$ cat config.mk
export PLATFORM = sky130hd
export DESIGN_NAME = osd_line_attribute_regs
export DESIGN_NICKNAME = d
export VERILOG_FILES = /design/src/fringe_extent.v /design/src/colour_decode.v /design/src/osd_line_attribute_regs.v
export VERILOG_INCLUDE_DIRS = /design/src /design/src/inc
export SDC_FILE = /design/constraint.sdc
export NUM_CORES = 1
export LEC_CHECK = 0
export BUFFER_PORTS_ARGS = -buffer_cell sky130_fd_sc_hd__buf_4
export CELL_PAD_IN_SITES_DETAIL_PLACEMENT = 2
export CELL_PAD_IN_SITES_GLOBAL_PLACEMENT = 2
export CORE_MARGIN = 3
export CORE_UTILIZATION = 28
export DETAILED_ROUTE_END_ITERATION = 8
export GPL_TIMING_DRIVEN = 1
export PLACE_DENSITY = 0.83
export SLEW_MARGIN = 20
export SYNTH_ARGS = -nofsm -noshare
export SYNTH_HDL_FRONTEND = slang
export SYNTH_SLANG_ARGS = --single-unit
$ cat constraint.sdc
create_clock -name clk_i -period 1.6 [get_ports clk_i]
set_input_delay 0.16 -clock clk_i [delete_from_list [all_inputs] [get_ports clk_i]]
set_output_delay 0.16 -clock clk_i [all_outputs]
set_load 0.03 [all_outputs]
$ cat src/inc/osd_line_attr_consts.vh
// Constants for the OSD line attribute register bank
`ifndef OSD_LINE_ATTR_CONSTS_VH
`define OSD_LINE_ATTR_CONSTS_VH

// Register word indices; the byte address is the index times four
`define IDX_CSIZE4 12'hF9A
`define IDX_CSIZE8 12'hF9B
`define IDX_CSIZE12 12'hF9C
`define IDX_ULINE8 12'hF9D
`define IDX_ULINE12 12'hF9E
`define IDX_FRINGE8 12'hF9F
`define IDX_FRINGE12 12'hFA0
`define IDX_DOTCLK 12'hFA1
`define IDX_SOLID4 12'hFA2
`define IDX_SOLID8 12'hFA3
`define IDX_SOLID12 12'hFA4
`define IDX_BGFR 12'hFA5
`define IDX_AREA 12'hFA6
`define ADDR_W 14
`define WORD_SHIFT 2

// Reset values
`define RST_BYTE 8'h00
`define RST_PAIRS 24'h000000
`define RST_LINES 12'h000
`define RST_CODE 4'h0
`define RST_BIT 1'b0

// Character size codes
`define CSIZE_OFF 2'h0
`define CSIZE_LARGE 2'h1
`define CSIZE_MIDDLE 2'h2
`define CSIZE_SMALL 2'h3

// Fringe growth in dots
`define FRINGE_GROW_NONE 2'h0
`define FRINGE_GROW_NORMAL 2'h1
`define FRINGE_GROW_SMALL 2'h2

// Colour code fields
`define COL_HI_MSB 7
`define COL_HI_LSB 4
`define COL_LO_MSB 3
`define COL_LO_LSB 0
`define COL_INTENSITY 3

`define NUM_LINES 12
`define UNUSED_READ 32'h0000_0000

`endif

$ cat src/fringe_extent.v
// Per-line fringe growth and overlap cancel
`timescale 1ns/1ps
`include "osd_line_attr_consts.vh"
module fringe_extent (
    // Line attributes
    input wire [23:0] size_i,
    input wire [11:0] fringe_i,
    // Vertical start gap to next line, one when abutting
    input wire [11:0] no_gap_i,
    // Results
    output wire [23:0] grow_o,
    output wire [11:0] cancel_o
);
    genvar g;
    generate
        for (g = 0; g < `NUM_LINES; g = g + 1) begin : gl
            wire [1:0] sz;
            assign sz = size_i[2*g+1:2*g];
            // Fringe adds one dot, two for small characters
            assign grow_o[2*g+1:2*g] = !fringe_i[g] ? `FRINGE_GROW_NONE :
                (sz == `CSIZE_SMALL) ? `FRINGE_GROW_SMALL : `FRINGE_GROW_NORMAL;
            if (g == 0) begin : first
                assign cancel_o[g] = 1'b0;
            end else begin : rest
                // Line overlapped by a fringed predecessor is cancelled
                assign cancel_o[g] = fringe_i[g-1] && no_gap_i[g-1]
                    && (size_i[2*g-1:2*g-2] != `CSIZE_OFF);
            end
        end
    endgenerate
endmodule // fringe_extent

$ cat src/colour_decode.v
// Decode a four-bit palette code into intensity and RGB
`timescale 1ns/1ps
`include "osd_line_attr_consts.vh"
module colour_decode (
    // Palette code
    input wire [3:0] code_i,
    // Decoded colour
    output wire bright_o,
    output wire [2:0] rgb_o
);
    // Top bit clear gives bright set, set gives dark set
    assign bright_o = ~code_i[`COL_INTENSITY];
    assign rgb_o = code_i[2:0];
endmodule // colour_decode

$ cat src/osd_line_attribute_regs.v
// OSD line attribute registers with a classic Wishbone slave
//
// What this block does
// - Two-bit size per line: 00 blank, 01 large, 10 middle, 11 small.
// - One underline bit per line; one shows underline.
// - One fringe-enable bit per line; one draws fringe outline.
// - Fringe grows line height by one dot, two for small characters.
// - Fringe overlap into an abutting next line cancels that next line.
// - Eight-bit read-only lock monitor read at the dot-clock address.
// - Eight-bit write-only dot-clock setting written at that same address.
// - Two-bit solid-space per line: none, left, right, both.
// - Background four-bit code; top bit clear bright, set dark.
// - Fringe colour four-bit code from the same palette.
// - Area 1 and area 2 plane colours from the same palette.
`timescale 1ns/1ps
`include "osd_line_attr_consts.vh"
module osd_line_attribute_regs (
    // Clock and reset
    input wire clk_i,
    input wire rst_i,
    // Wishbone slave
    input wire cyc_i,
    input wire stb_i,
    input wire we_i,
    input wire [`ADDR_W-1:0] adr_i,
    input wire [3:0] sel_i,
    input wire [31:0] dat_i,
    output reg [31:0] dat_o,
    output reg ack_o,
    // Dot clock lock state from the oscillator domain
    input wire [7:0] dot_clk_lock_mon_i,
    // Vertical start abutting flags per line from the position logic
    input wire [11:0] no_gap_i,
    // Attributes to the rendering engine
    output reg [23:0] line_char_size_o,
    output reg [11:0] line_underline_en_o,
    output reg [11:0] line_fringe_en_o,
    output reg [23:0] line_solid_pad_o,
    output reg [7:0] dot_clk_freq_set_o,
    output reg [3:0] bg_colour_o,
    output reg [3:0] fringe_colour_o,
    output reg [3:0] area1_colour_o,
    output reg [3:0] area2_colour_o,
    output reg [23:0] line_fringe_grow_o,
    output reg [11:0] line_cancel_o,
    output reg bg_bright_o,
    output reg fringe_bright_o
);
    reg [7:0] csize4;
    reg [7:0] csize8;
    reg [7:0] csize12;
    reg [7:0] uline8;
    reg [3:0] uline12;
    reg [7:0] fringe8;
    reg [3:0] fringe12;
    reg [7:0] dotclk;
    reg [7:0] solid4;
    reg [7:0] solid8;
    reg [7:0] solid12;
    reg [7:0] bgfr;
    reg [7:0] area;
    reg [7:0] lock_meta;
    reg [7:0] lock_sync;
    reg [31:0] next_dat;
    wire req;
    wire wr;
    wire [11:0] idx;
    wire [23:0] grow;
    wire [11:0] cancel;
    wire bg_bright;
    wire fr_bright;

    // Word index from byte address
    function [11:0] word_idx;
        input [`ADDR_W-1:0] a;
        begin
            word_idx = a[`ADDR_W-1:`WORD_SHIFT];
        end
    endfunction

    // Register select decode, shared by writes and reads
    function reg_hit;
        input [11:0] a;
        input [11:0] r;
        begin
            reg_hit = (a == r);
        end
    endfunction

    // Whole-register write only when the low lane is selected
    assign req = cyc_i && stb_i && !ack_o;
    assign wr = req && we_i && sel_i[0];
    assign idx = word_idx(adr_i);

    fringe_extent u_fringe (
        .size_i({csize12, csize8, csize4}),
        .fringe_i({fringe12, fringe8}),
        .no_gap_i(no_gap_i),
        .grow_o(grow),
        .cancel_o(cancel)
    );

    colour_decode u_bg (
        .code_i(bgfr[`COL_HI_MSB:`COL_HI_LSB]),
        .bright_o(bg_bright),
        .rgb_o()
    );

    colour_decode u_fr (
        .code_i(bgfr[`COL_LO_MSB:`COL_LO_LSB]),
        .bright_o(fr_bright),
        .rgb_o()
    );

    // Lock monitor crosses from the oscillator domain
    always @(posedge clk_i) begin
        if (rst_i) begin
            lock_meta <= `RST_BYTE;
            lock_sync <= `RST_BYTE;
        end else begin
            lock_meta <= dot_clk_lock_mon_i;
            lock_sync <= lock_meta;
        end
    end

    // Register writes hold until the next write
    always @(posedge clk_i) begin
        if (rst_i) begin
            csize4 <= `RST_BYTE;
        end else if (wr && reg_hit(idx, `IDX_CSIZE4)) begin
            csize4 <= dat_i[7:0];
        end
    end

    always @(posedge clk_i) begin
        if (rst_i) begin
            csize8 <= `RST_BYTE;
        end else if (wr && reg_hit(idx, `IDX_CSIZE8)) begin
            csize8 <= dat_i[7:0];
        end
    end

    always @(posedge clk_i) begin
        if (rst_i) begin
            csize12 <= `RST_BYTE;
        end else if (wr && reg_hit(idx, `IDX_CSIZE12)) begin
            csize12 <= dat_i[7:0];
        end
    end

    always @(posedge clk_i) begin
        if (rst_i) begin
            uline8 <= `RST_BYTE;
        end else if (wr && reg_hit(idx, `IDX_ULINE8)) begin
            uline8 <= dat_i[7:0];
        end
    end

    always @(posedge clk_i) begin
        if (rst_i) begin
            uline12 <= `RST_CODE;
        end else if (wr && reg_hit(idx, `IDX_ULINE12)) begin
            uline12 <= dat_i[3:0];
        end
    end

    always @(posedge clk_i) begin
        if (rst_i) begin
            fringe8 <= `RST_BYTE;
        end else if (wr && reg_hit(idx, `IDX_FRINGE8)) begin
            fringe8 <= dat_i[7:0];
        end
    end

    always @(posedge clk_i) begin
        if (rst_i) begin
            fringe12 <= `RST_CODE;
        end else if (wr && reg_hit(idx, `IDX_FRINGE12)) begin
            fringe12 <= dat_i[3:0];
        end
    end

    always @(posedge clk_i) begin
        if (rst_i) begin
            dotclk <= `RST_BYTE;
        end else if (wr && reg_hit(idx, `IDX_DOTCLK)) begin
            dotclk <= dat_i[7:0];
        end
    end

    always @(posedge clk_i) begin
        if (rst_i) begin
            solid4 <= `RST_BYTE;
        end else if (wr && reg_hit(idx, `IDX_SOLID4)) begin
            solid4 <= dat_i[7:0];
        end
    end

    always @(posedge clk_i) begin
        if (rst_i) begin
            solid8 <= `RST_BYTE;
        end else if (wr && reg_hit(idx, `IDX_SOLID8)) begin
            solid8 <= dat_i[7:0];
        end
    end

    always @(posedge clk_i) begin
        if (rst_i) begin
            solid12 <= `RST_BYTE;
        end else if (wr && reg_hit(idx, `IDX_SOLID12)) begin
            solid12 <= dat_i[7:0];
        end
    end

    always @(posedge clk_i) begin
        if (rst_i) begin
            bgfr <= `RST_BYTE;
        end else if (wr && reg_hit(idx, `IDX_BGFR)) begin
            bgfr <= dat_i[7:0];
        end
    end

    always @(posedge clk_i) begin
        if (rst_i) begin
            area <= `RST_BYTE;
        end else if (wr && reg_hit(idx, `IDX_AREA)) begin
            area <= dat_i[7:0];
        end
    end

    // Read data: only the lock monitor is readable
    always @* begin
        next_dat = `UNUSED_READ;
        if (reg_hit(idx, `IDX_DOTCLK)) begin
            next_dat = {24'h000000, lock_sync};
        end
    end

    // Bus answer one cycle after request
    always @(posedge clk_i) begin
        if (rst_i) begin
            ack_o <= 1'b0;
            dat_o <= `UNUSED_READ;
        end else begin
            ack_o <= req;
            dat_o <= (req && !we_i) ? next_dat : `UNUSED_READ;
        end
    end

    // Attribute outputs to the rendering engine
    always @(posedge clk_i) begin
        if (rst_i) begin
            line_char_size_o <= `RST_PAIRS;
        end else begin
            line_char_size_o <= {csize12, csize8, csize4};
        end
    end

    always @(posedge clk_i) begin
        if (rst_i) begin
            line_underline_en_o <= `RST_LINES;
        end else begin
            line_underline_en_o <= {uline12, uline8};
        end
    end

    always @(posedge clk_i) begin
        if (rst_i) begin
            line_fringe_en_o <= `RST_LINES;
        end else begin
            line_fringe_en_o <= {fringe12, fringe8};
        end
    end

    always @(posedge clk_i) begin
        if (rst_i) begin
            line_solid_pad_o <= `RST_PAIRS;
        end else begin
            line_solid_pad_o <= {solid12, solid8, solid4};
        end
    end

    always @(posedge clk_i) begin
        if (rst_i) begin
            dot_clk_freq_set_o <= `RST_BYTE;
        end else begin
            dot_clk_freq_set_o <= dotclk;
        end
    end

    always @(posedge clk_i) begin
        if (rst_i) begin
            bg_colour_o <= `RST_CODE;
        end else begin
            bg_colour_o <= bgfr[`COL_HI_MSB:`COL_HI_LSB];
        end
    end

    always @(posedge clk_i) begin
        if (rst_i) begin
            fringe_colour_o <= `RST_CODE;
        end else begin
            fringe_colour_o <= bgfr[`COL_LO_MSB:`COL_LO_LSB];
        end
    end

    always @(posedge clk_i) begin
        if (rst_i) begin
            area1_colour_o <= `RST_CODE;
        end else begin
            area1_colour_o <= area[`COL_LO_MSB:`COL_LO_LSB];
        end
    end

    always @(posedge clk_i) begin
        if (rst_i) begin
            area2_colour_o <= `RST_CODE;
        end else begin
            area2_colour_o <= area[`COL_HI_MSB:`COL_HI_LSB];
        end
    end

    always @(posedge clk_i) begin
        if (rst_i) begin
            line_fringe_grow_o <= `RST_PAIRS;
        end else begin
            line_fringe_grow_o <= grow;
        end
    end

    always @(posedge clk_i) begin
        if (rst_i) begin
            line_cancel_o <= `RST_LINES;
        end else begin
            line_cancel_o <= cancel;
        end
    end

    always @(posedge clk_i) begin
        if (rst_i) begin
            bg_bright_o <= `RST_BIT;
        end else begin
            bg_bright_o <= bg_bright;
        end
    end

    always @(posedge clk_i) begin
        if (rst_i) begin
            fringe_bright_o <= `RST_BIT;
        end else begin
            fringe_bright_o <= fr_bright;
        end
    end
endmodule // osd_line_attribute_regs

==> results.yml, run 1 <==
run_status:
  status: "finished with violations"
  violations: "negative setup slack"
die:
  rows: 61
  ios: 242
  die_area_sq_mm: 0.03064
  start_util: 0.2864
  die_x_microns: 175.0
  die_y_microns: 175.0
  coreArea_sq_mm: 0.02793
cells_and_area:
  syn2layout_area_growth_pct: 41.27
  fin_cells: 1359
  final_nets: 1035
  fin_util: 0.4046
  num-fill-cells: 2948
  drive_above_1_share: 0.3020
power_and_ir_drop:
  worst_ir_drop_vdd_mv: 0.8448
  p_leak_nw: 5.711
  p_per_area_mw_per_mm2: 1159
  power.total_w: 0.01310
setup_path:
  crit_family: "simple AND/OR/NAND/NOR gates"
  cp-end-kind: "flop"
  worst_path_max_delay_cell: "or4_4"
  worst-path-max-fanout: 8
  r2r-start: "ack_o"
  crit_arrival_ns: 2.18
  r2r_cells: 5
  worstSetupPathType: "flop to flop"
  worst_r2r_endpoint: "bgfr[0]"
  cp.depth: 5
  worst-path-buf-inv: 1
  regToRegSetupSlack_ns: -0.13
  path_cells: "nand3b_1 -> or4_4 -> nor2b_2 -> buf_6 -> mux2i_1"
  start_kind: "flop"
  max_stage_delay_ns: 0.54
  crit_required_ns: 2.05
routing:
  first_pass_iters: 4
  vias_per_cell: 4.209
  drc: 0
  postRouteAntennaNets: 0
  finalWirelength_microns: 26140
  wl_per_cell_microns: 19.23
  dr_total_vias: 5720
  drt_iter0_drc: 154
synthesis:
  synth_top_family_by_area: "simple AND/OR/NAND/NOR gates"
  ys_ff_latch: 254
  synth_mux_area_frac: 0.1001
  synthCells: 711
  synthesis.area_sq_mm: 0.008000
  seq_area_frac_synth: 0.6356
  synth-simple-area-share: 0.1501
  synth_top_flop_cell: "dfxtp_1"
  syn_area_per_cell_sq_um: 11.25
  yosysUniqueCellTypes: 36
  async_reset_ff_frac: 0
  yosys_warnings: 0
  synth_xor_area_frac: 0
  synth-compound-area-share: 0.03691
  synth_edf_count: 0
  synth_fa_ha_area_frac: 0
grt:
  antenna_found_initial: 1
  grt_max_degree: 42
  grt_first_pass_wirelength_microns: 40050
  grt_pass1_vias: 6582
  track_usage: 0.1686
  grt.overflow.total: 0
hold_path:
  hold_depth: 2
  whs_endpoint: "lock_sync[6]"
  hold_path.class: "primary input to flop"
  hold_start: "rst_i"
timing:
  fin_ws_ns: -0.1267
  post-route-period-util: 1.079
  worst_pin_slew_ns: 0.6925
  fin_setup_tns_ns: -2.720
  fmax_mhz: 579.1
  skew_ns: 0.008650
  rsz0062_at_grt: "yes"
  relSlewSlack: 0.5348
  min_period_ns: 1.727
  hold_violations: 0
  drv_slew: 0
  setup_viol: 48
cts:
  cts_max_path_buffers: 3
  clk_pin_slew_ns: 0.07
  clkLatencyLatePin_ns: 0.53
  cts_tree: "yes"
  cts_made_buffers: 27
  htreeDepth: 1
  clock_sinks: 254
  cts-root-buf: "clkbuf_16"
place:
  gp_congestion: 0.7594
  place_ws_ns: -0.2147
  dp_cells: 1287
  port_buffers: 186
  dp_hpwl_microns: 17520
run:
  maxCapViolations: 0
==> kinds of logic (layout without fill, tap and decap cells) <==
kind of cell,count (synthesis),after routing
buffers and inverters,136,381
muxes,80,80
AOI/OAI and AO/OA,55,55
and+or+nand+nor,185,185
other,1,26
DFF,254,254
==> per-stage QoR <==
stage               cell area (sq um)  hold slack, ns
finish                          11300         0.09239
CTS                             11200         0.05800
global placement                10050          0.3743
detailed placement              10050          0.3816
floorplan                        8108          0.2304
global route                    11300          0.1001
==> per-layer routing <==
layer / GRT usage / wire [microns]
met5: 0 / 0
met4: 0.04688 / 653
met3: 0.03911 / 1360
met1: 0.1943 / 10350
met2: 0.3115 / 13770
==> layout make-up <==
cell class                 count  area (sq um)  area share
clock buffer                  42         792.0     0.07008
tap                          378         473.0     0.04185
inverter                      81         304.0     0.02690
timing repair buffer         251          2046      0.1810
clock inverter                 7         95.09    0.008414
sequential                   254          5089      0.4502
multi-input combinational    345          2501      0.2213
antenna                        1         2.502   0.0002214
==> how the worst max path moves through the flow <==
stage,from,end,slack (ns)
floorplan,ack_o,csize4[4],-0.07
global placement,adr_i[8],solid8[4],-0.16
detailed placement,adr_i[8],bgfr[7],-0.21
CTS,ack_o,bgfr[0],-0.10
global route,ack_o,bgfr[0],-0.16
finish,ack_o,bgfr[0],-0.13
==> report_power, final <==
| part | internal, W | switching (W) | total [W] | leakage (nW) |
|---|---|---|---|---|
| sequential | 0.00634 | 0.00000790 | 0.00635 | 2.05 |
| clock | 0.00372 | 0.00254 | 0.00625 | 0.431 |
| combinational | 0.000208 | 0.000288 | 0.000495 | 3.23 |
==> registers in the layout (all words and copies together) (netlist names), 11 cells and up <==
signal and count:
line_cancel_o 11, line_char_size_o 24, line_fringe_en_o 12, line_fringe_grow_o 24, line_solid_pad_o 24, line_underline_en_o 12
==> layout by cell type (no fill, tap or decap), types with 3 or more instances in the layout <==
cell,instances
and3_1,12
o21ai_0,18
a21oi_1,12
clkbuf_8,6
dlygate4sd3_1,19
o21ai_1,17
o31ai_1,8
buf_6,7
mux2i_1,75
dfxtp_1,253
nand2b_1,88
clkbuf_16,27
clkbuf_1,9
and2_1,8
buf_12,7
nand3b_1,3
inv_1,81
buf_4,218
conb_1,25
nor3_4,3
mux2i_2,4
nor2b_1,32
nand3_1,3
nor2_1,16
==> timing repair <==
| item | CTS | global route |
|---|---|---|
| setup buffers | 1 | 3 |
| gates resized for setup | 16 | 21 |
| hold buffers | 19 | 0 |
| cloned | 0 | 0 |
| hold endpoints to repair | 19 | 0 |
| pin swaps | 1 | 4 |
| setup endpoints to repair | 56 | 72 |
==> synth_stat cells, types with 2 or more instances <==
library cell,count,area (sq um)
a21oi_1,12,60.06
and2_1,8,50.05
and3_1,12,75.07
and4bb_2,2,25.02
buf_2,4,20.02
buf_4,26,195.2
clkbuf_1,23,86.33
dfxtp_1,254,5085
inv_1,81,304.0
mux2i_1,80,800.8
nand2_1,2,7.510
nand2b_1,88,550.5
nand3_1,3,15.01
nand3b_1,3,22.52
nand4_2,2,25.02
nor2_1,16,60.06
nor2b_1,33,206.5
nor3_4,3,48.80
o21ai_0,27,135.1
o21ai_1,8,40.04
o31ai_1,8,60.06
or4_1,2,15.01
Note: power is estimated with default switching activity, not from simulation.
==> run 2, diff against run 1 <==
--- a/config.mk
+++ b/config.mk
@@ -14,6 +14,7 @@
 export DETAILED_ROUTE_END_ITERATION = 8
 export GPL_TIMING_DRIVEN = 1
 export PLACE_DENSITY = 0.83
+export REMOVE_ABC_BUFFERS = 1
 export SLEW_MARGIN = 20
 export SYNTH_ARGS = -nofsm -noshare
 export SYNTH_HDL_FRONTEND = slang
==> run 2 against run 1 <==
The run still ends with negative setup slack left. Hold slack worse by 0.015 ns. Register-to-register slack improved by 0.07 ns. Total power is 0.39% higher. Largest cell class unchanged. Setup slack better by 0.070 ns. Routed wire length is 5.8% lower.
==> results.yml, run 2 (same netlist as run 1, synthesis figures left out) <==
run_status:
  status: "finished with violations"
  violations: "negative setup slack"
place:
  placed_area_sq_mm: 0.01008
  port_buffers: 186
  dp_hpwl_microns: 16850
  gp_congestion: 0.7307
  dp_cells: 1288
die:
  rows: 61
  die_y_microns: 175.0
  die_x_microns: 175.0
  ios: 242
  start_util: 0.2864
  coreArea_sq_mm: 0.02793
  die_area_sq_mm: 0.03064
timing:
  holdWs_ns: 0.07745
  setup_viol: 20
  skew_ns: 0.01044
  fmax_mhz: 603.6
  drv_slew: 0
  min_period_ns: 1.657
  post-route-period-util: 1.035
  fin_ws_ns: -0.05675
  hold_violations: 0
  rsz0062_at_grt: "yes"
cts:
  cts_tree: "yes"
  clock_sinks: 254
  clkLatencyLatePin_ns: 0.52
  clk_pin_slew_ns: 0.06
  cts-root-buf: "clkbuf_16"
  htreeDepth: 1
  cts_max_path_buffers: 3
  cts_made_buffers: 27
routing:
  first_pass_iters: 4
  dr_total_vias: 5676
  finalWirelength_microns: 24630
  wl_per_cell_microns: 18.18
  drc: 0
  drt_iter0_drc: 172
  postRouteAntennaNets: 0
  vias_per_cell: 4.189
grt:
  use_met3: 0.03738
  antenna_found_initial: 1
  use_met1: 0.1780
  grt.busiest_layer: "met2"
  grt.overflow.total: 0
  track_usage: 0.1586
  grt_pass1_vias: 6471
  met2_usage: 0.2993
  grt_max_degree: 40
  grt_first_pass_wirelength_microns: 37660
cells_and_area:
  final_nets: 1034
  fin_cells: 1355
  syn2layout_area_growth_pct: 41.16
  final_cell_mix: "253 x dfxtp_1, 218 x buf_4, 88 x nand2b_1"
  stdcell_area_sq_mm: 0.01129
  reg_top3: "line_char_size_o (24), line_fringe_grow_o (24), line_solid_pad_o (24)"
  drive_above_1_share: 0.3033
  num-fill-cells: 2940
  layout_commonest_cell: "dfxtp_1"
setup_path:
  worstSetupPathType: "flop to flop"
  path_cells: "nand3b_1 -> or4_4 -> nor2b_4 -> buf_12 -> mux2i_2"
  cp-end-kind: "flop"
  worst-path-max-fanout: 8
  max_stage_delay_ns: 0.56
  crit_arrival_ns: 2.10
  crit_required_ns: 2.04
  start_kind: "flop"
  worst_path_max_delay_cell: "or4_4"
power_and_ir_drop:
  p_leak_nw: 5.743
  p_per_area_mw_per_mm2: 1165
  worst_ir_drop_vdd_mv: 0.6818
run:
  maxCapViolations: 0
hold_path:
  hold_path.class: "primary input to flop"
==> run 2: changes by cell type in the layout (fill, tap and decap cells not counted), moves of 2 or more <==
cell | before | now
o21ai_2 | 0 | 4
buf_6 | 7 | 3
clkbuf_8 | 6 | 3
nand2_8 | 2 | 0
bufinv_16 | 2 | 4
o21ai_1 | 17 | 14
buf_12 | 7 | 9
==> run 2: through the flow <==
stage	TNS (ns)	total power (W)	setup slack (ns)	utilization
floorplan	-13.71	0.006667	-0.7014	-
global placement	-2.826	0.006926	-0.09409	0.3608
detailed placement	-6.702	0.006935	-0.1839	0.3608
CTS	-1.005	0.01334	-0.06298	0.4016
global route	-3.038	0.01369	-0.1300	0.4043
finish	-0.4086	0.01315	-0.05675	0.4043
==> run 2: repair_timing <==
action | CTS | global route
pin swaps | 1 | 3
cloned | 0 | 0
endpoints found under the hold margin | 19 | 0
resized for setup | 14 | 26
setup endpoints to repair | 65 | 60
hold buffers | 19 | 0
setup buffers | 1 | 0
==> run 2: per-layer routing <==
metal  vias to the layer above  routed length [microns]
li1                       2703                        -
met5                         -                        0
met3                        37                     1409
met1                      2779                     9717
met4                         0                      537
met2                       157                    12970
==> run 2: path summary, 6_finish.rpt <==
path	cells after the start	slack, ns	from	endpoint
setup / recovery	5	-0.06	ack_o	bgfr[2]
hold / removal	4	0.08	cyc_i	ack_o
setup reg to reg	5	-0.06	ack_o	bgfr[2]
hold reg to reg	1	0.42	bgfr[7]	bg_bright_o
==> run 2: area by class of cell <==
class | count | area, sq um | area share
Antenna cell | 1 | 2.502 | 0.0002216
Sequential cell | 254 | 5086 | 0.4504
Clock inverter | 8 | 145.1 | 0.01285
Timing Repair Buffer | 250 | 2056 | 0.1820
Tap cell | 378 | 473.0 | 0.04188
Multi-Input combinational cell | 345 | 2480 | 0.2196
Clock buffer | 38 | 747.0 | 0.06614
Inverter | 81 | 304.0 | 0.02692
==> run 2: critical path, delay by kind of cell, from the launching register on <==
kind / cells / cell delay (ns)
buf+inv: 1 / 0.15
flops: 1 / 0.32
mux: 1 / 0.22
simple gates: 3 / 0.89
==> run 2: where the power goes <==
group,internal (W),switching (W),leakage [nW]
Clock,0.00387,0.00244,0.428
Combinational,0.000209,0.000277,3.27
Sequential,0.00635,0.00000569,2.05
Total,0.0104,0.00273,5.74
==> run 3, diff against run 2 <==
--- a/config.mk
+++ b/config.mk
@@ -7,6 +7,7 @@
 export NUM_CORES = 1
 export LEC_CHECK = 0
 export BUFFER_PORTS_ARGS = -buffer_cell sky130_fd_sc_hd__buf_4
+export CAP_MARGIN = 20
 export CELL_PAD_IN_SITES_DETAIL_PLACEMENT = 2
 export CELL_PAD_IN_SITES_GLOBAL_PLACEMENT = 2
 export CORE_MARGIN = 3
==> constraint.sdc (replaced) <==
create_clock -name clk_i -period 1.4 [get_ports clk_i]
set_input_delay 0.14 -clock clk_i [delete_from_list [all_inputs] [get_ports clk_i]]
set_output_delay 0.14 -clock clk_i [all_outputs]
set_load 0.03 [all_outputs]
==> run 3 against run 2 <==
The flow still finishes with violations (negative setup slack). Critical path type unchanged. Setup slack worse by 0.23 ns. Non-clock buffer count is 8 higher. Clock power is 18% higher. Global-route usage is 0.27 points lower.
==> results.yml, run 3 (same netlist as run 1, synthesis figures left out) <==
setup_path:
  worstSetupPathType: "flop to flop"
  r2r_cells: 5
  worst-path-max-fanout: 8
  r2r-start: "ack_o"
  worst_r2r_endpoint: "bgfr[5]"
  start_kind: "flop"
  regToRegSetupSlack_ns: -0.29
  crit_arrival_ns: 2.14
  cp-end-kind: "flop"
  crit_required_ns: 1.85
grt:
  grt.overflow.total: 0
  track_usage: 0.1558
  grt_max_degree: 29
  grt_pass1_vias: 6293
  grt_first_pass_wirelength_microns: 37320
  antenna_found_initial: 0
die:
  die_y_microns: 175.0
  die_area_sq_mm: 0.03064
  start_util: 0.2864
  ios: 242
  rows: 61
  coreArea_sq_mm: 0.02793
  die_x_microns: 175.0
power_and_ir_drop:
  p_per_area_mw_per_mm2: 1334
  netSwitchingFraction: 0.2068
  p_leak_nw: 5.807
  pwr-share-seq: 0.475
  worst_ir_drop_vdd_mv: 0.7605
  clkPwrFrac: 0.487
  comb_power_share: 0.038
  p_int_w: 0.01212
  power.switching_w: 0.003159
routing:
  finalWirelength_microns: 24350
  vias_per_cell: 4.186
  postRouteAntennaNets: 0
  wl_per_cell_microns: 17.88
  drt_iter0_drc: 230
  first_pass_iters: 4
  drc: 0
  dr_total_vias: 5702
cells_and_area:
  antennaDiodeCount: 0
  final_cell_mix: "253 x dfxtp_1, 219 x buf_4, 88 x nand2b_1"
  syn2layout_area_growth_pct: 43.18
  final_nets: 1042
  fin_cells: 1362
  reg_top3: "line_char_size_o (24), line_fringe_grow_o (24), line_solid_pad_o (24)"
  layout_commonest_cell: "dfxtp_1"
  drive_above_1_share: 0.3222
cts:
  cts-root-buf: "clkbuf_16"
  clock_sinks: 254
  clk_pin_slew_ns: 0.06
  htreeDepth: 1
  clkLatencyLatePin_ns: 0.53
  cts_made_buffers: 27
  cts_max_path_buffers: 3
  cts_tree: "yes"
place:
  dp_hpwl_microns: 16730
  port_buffers: 186
  place_ws_ns: -0.3833
  gp_congestion: 0.7384
  dp_cells: 1291
timing:
  fin_ws_ns: -0.2878
  drv_slew: 0
  fmax_mhz: 592.5
  skew_ns: 0.004663
  post-route-period-util: 1.206
  fin_setup_tns_ns: -12.93
  setup_viol: 80
  hold_violations: 0
  min_period_ns: 1.688
  rsz0062_at_grt: "yes"
hold_path:
  hold_depth: 3
  hold_path.class: "primary input to flop"
  whs_endpoint: "uline8[0]"
  hold_start: "dat_i[0]"
run:
  maxCapViolations: 0
run_status:
  violations: "negative setup slack"
  status: "finished with violations"
## run 3: cell count changes in the layout (fill, tap and decap cells not counted), moves of 2 or more
cell / delta
and2_1: -3
and2_4: +3
buf_6: +4
buf_8: +2
clkbuf_1: -4
clkbuf_8: +4
clkinv_2: +2
clkinvlp_4: -2
o21ai_0: -4
o21ai_2: +4
## run 3: critical path, stage by stage (launching register included)
cell and delay [ns]:
dfxtp_2 0.32, nand3b_1 0.18, or4_4 0.61, nor2b_4 0.14, buf_8 0.15, mux2i_1 0.20
## run 3: worst max-delay path by stage
stage	to	start	slack, ns
after CTS	bgfr[5]	ack_o	-0.26
after global placement	dotclk[0]	adr_i[8]	-0.30
after floorplan	bgfr[0]	ack_o	-0.90
final	bgfr[5]	ack_o	-0.29
after global routing	uline8[4]	ack_o	-0.36
after detailed placement	dotclk[1]	adr_i[8]	-0.38
## run 3: stage by stage
stage                     power, W  utilization  hold slack (ns)  area, sq um
after CTS                  0.01550       0.4067          0.02362        11360
after floorplan           0.007619            -           0.2067         7780
after detailed placement  0.007935       0.3616           0.3597        10100
after global routing       0.01591       0.4101          0.03859        11450
after global placement    0.007926       0.3616           0.3510        10100
final                      0.01528       0.4101          0.04000        11450
## run 3: cell type report
class / instances / area, sq um
clock inverters: 8 / 140.1
flip-flops and latches: 254 / 5086
well taps: 378 / 473.0
inverters: 81 / 304.0
repair buffers: 258 / 2148
multi-input cells: 345 / 2516
clock buffers: 38 / 787.0
fillers: 2931 / 16480
## run 3: power groups by stage
stage / clock [W] / sequential (W) / combinational [W]
floorplan: 0 / 0.00743 / 0.000194
global placement: 0 / 0.00742 / 0.000510
detailed placement: 0 / 0.00742 / 0.000516
CTS: 0.00767 / 0.00726 / 0.000574
global route: 0.00803 / 0.00726 / 0.000621
finish: 0.00744 / 0.00726 / 0.000574
## run 3: timing repair
item                                    CTS  global route
hold endpoints to repair                 21             0
hold buffers                             20             0
gates resized for setup                  27            34
endpoints found under the setup margin   83            96
setup buffers                             4             1
pin swaps                                 4             3
## run 3: routing by layer
| layer | vias to the layer above | routed length, microns | global-route usage |
|---|---|---|---|
| met2 | 154 | 12600 | 0.2871 |
| met1 | 2795 | 9871 | 0.1815 |
| li1 | 2719 | - | - |
| met5 | - | 0 | 0 |
| met3 | 34 | 1445 | 0.03781 |
| met4 | 0 | 433 | 0.03723 |
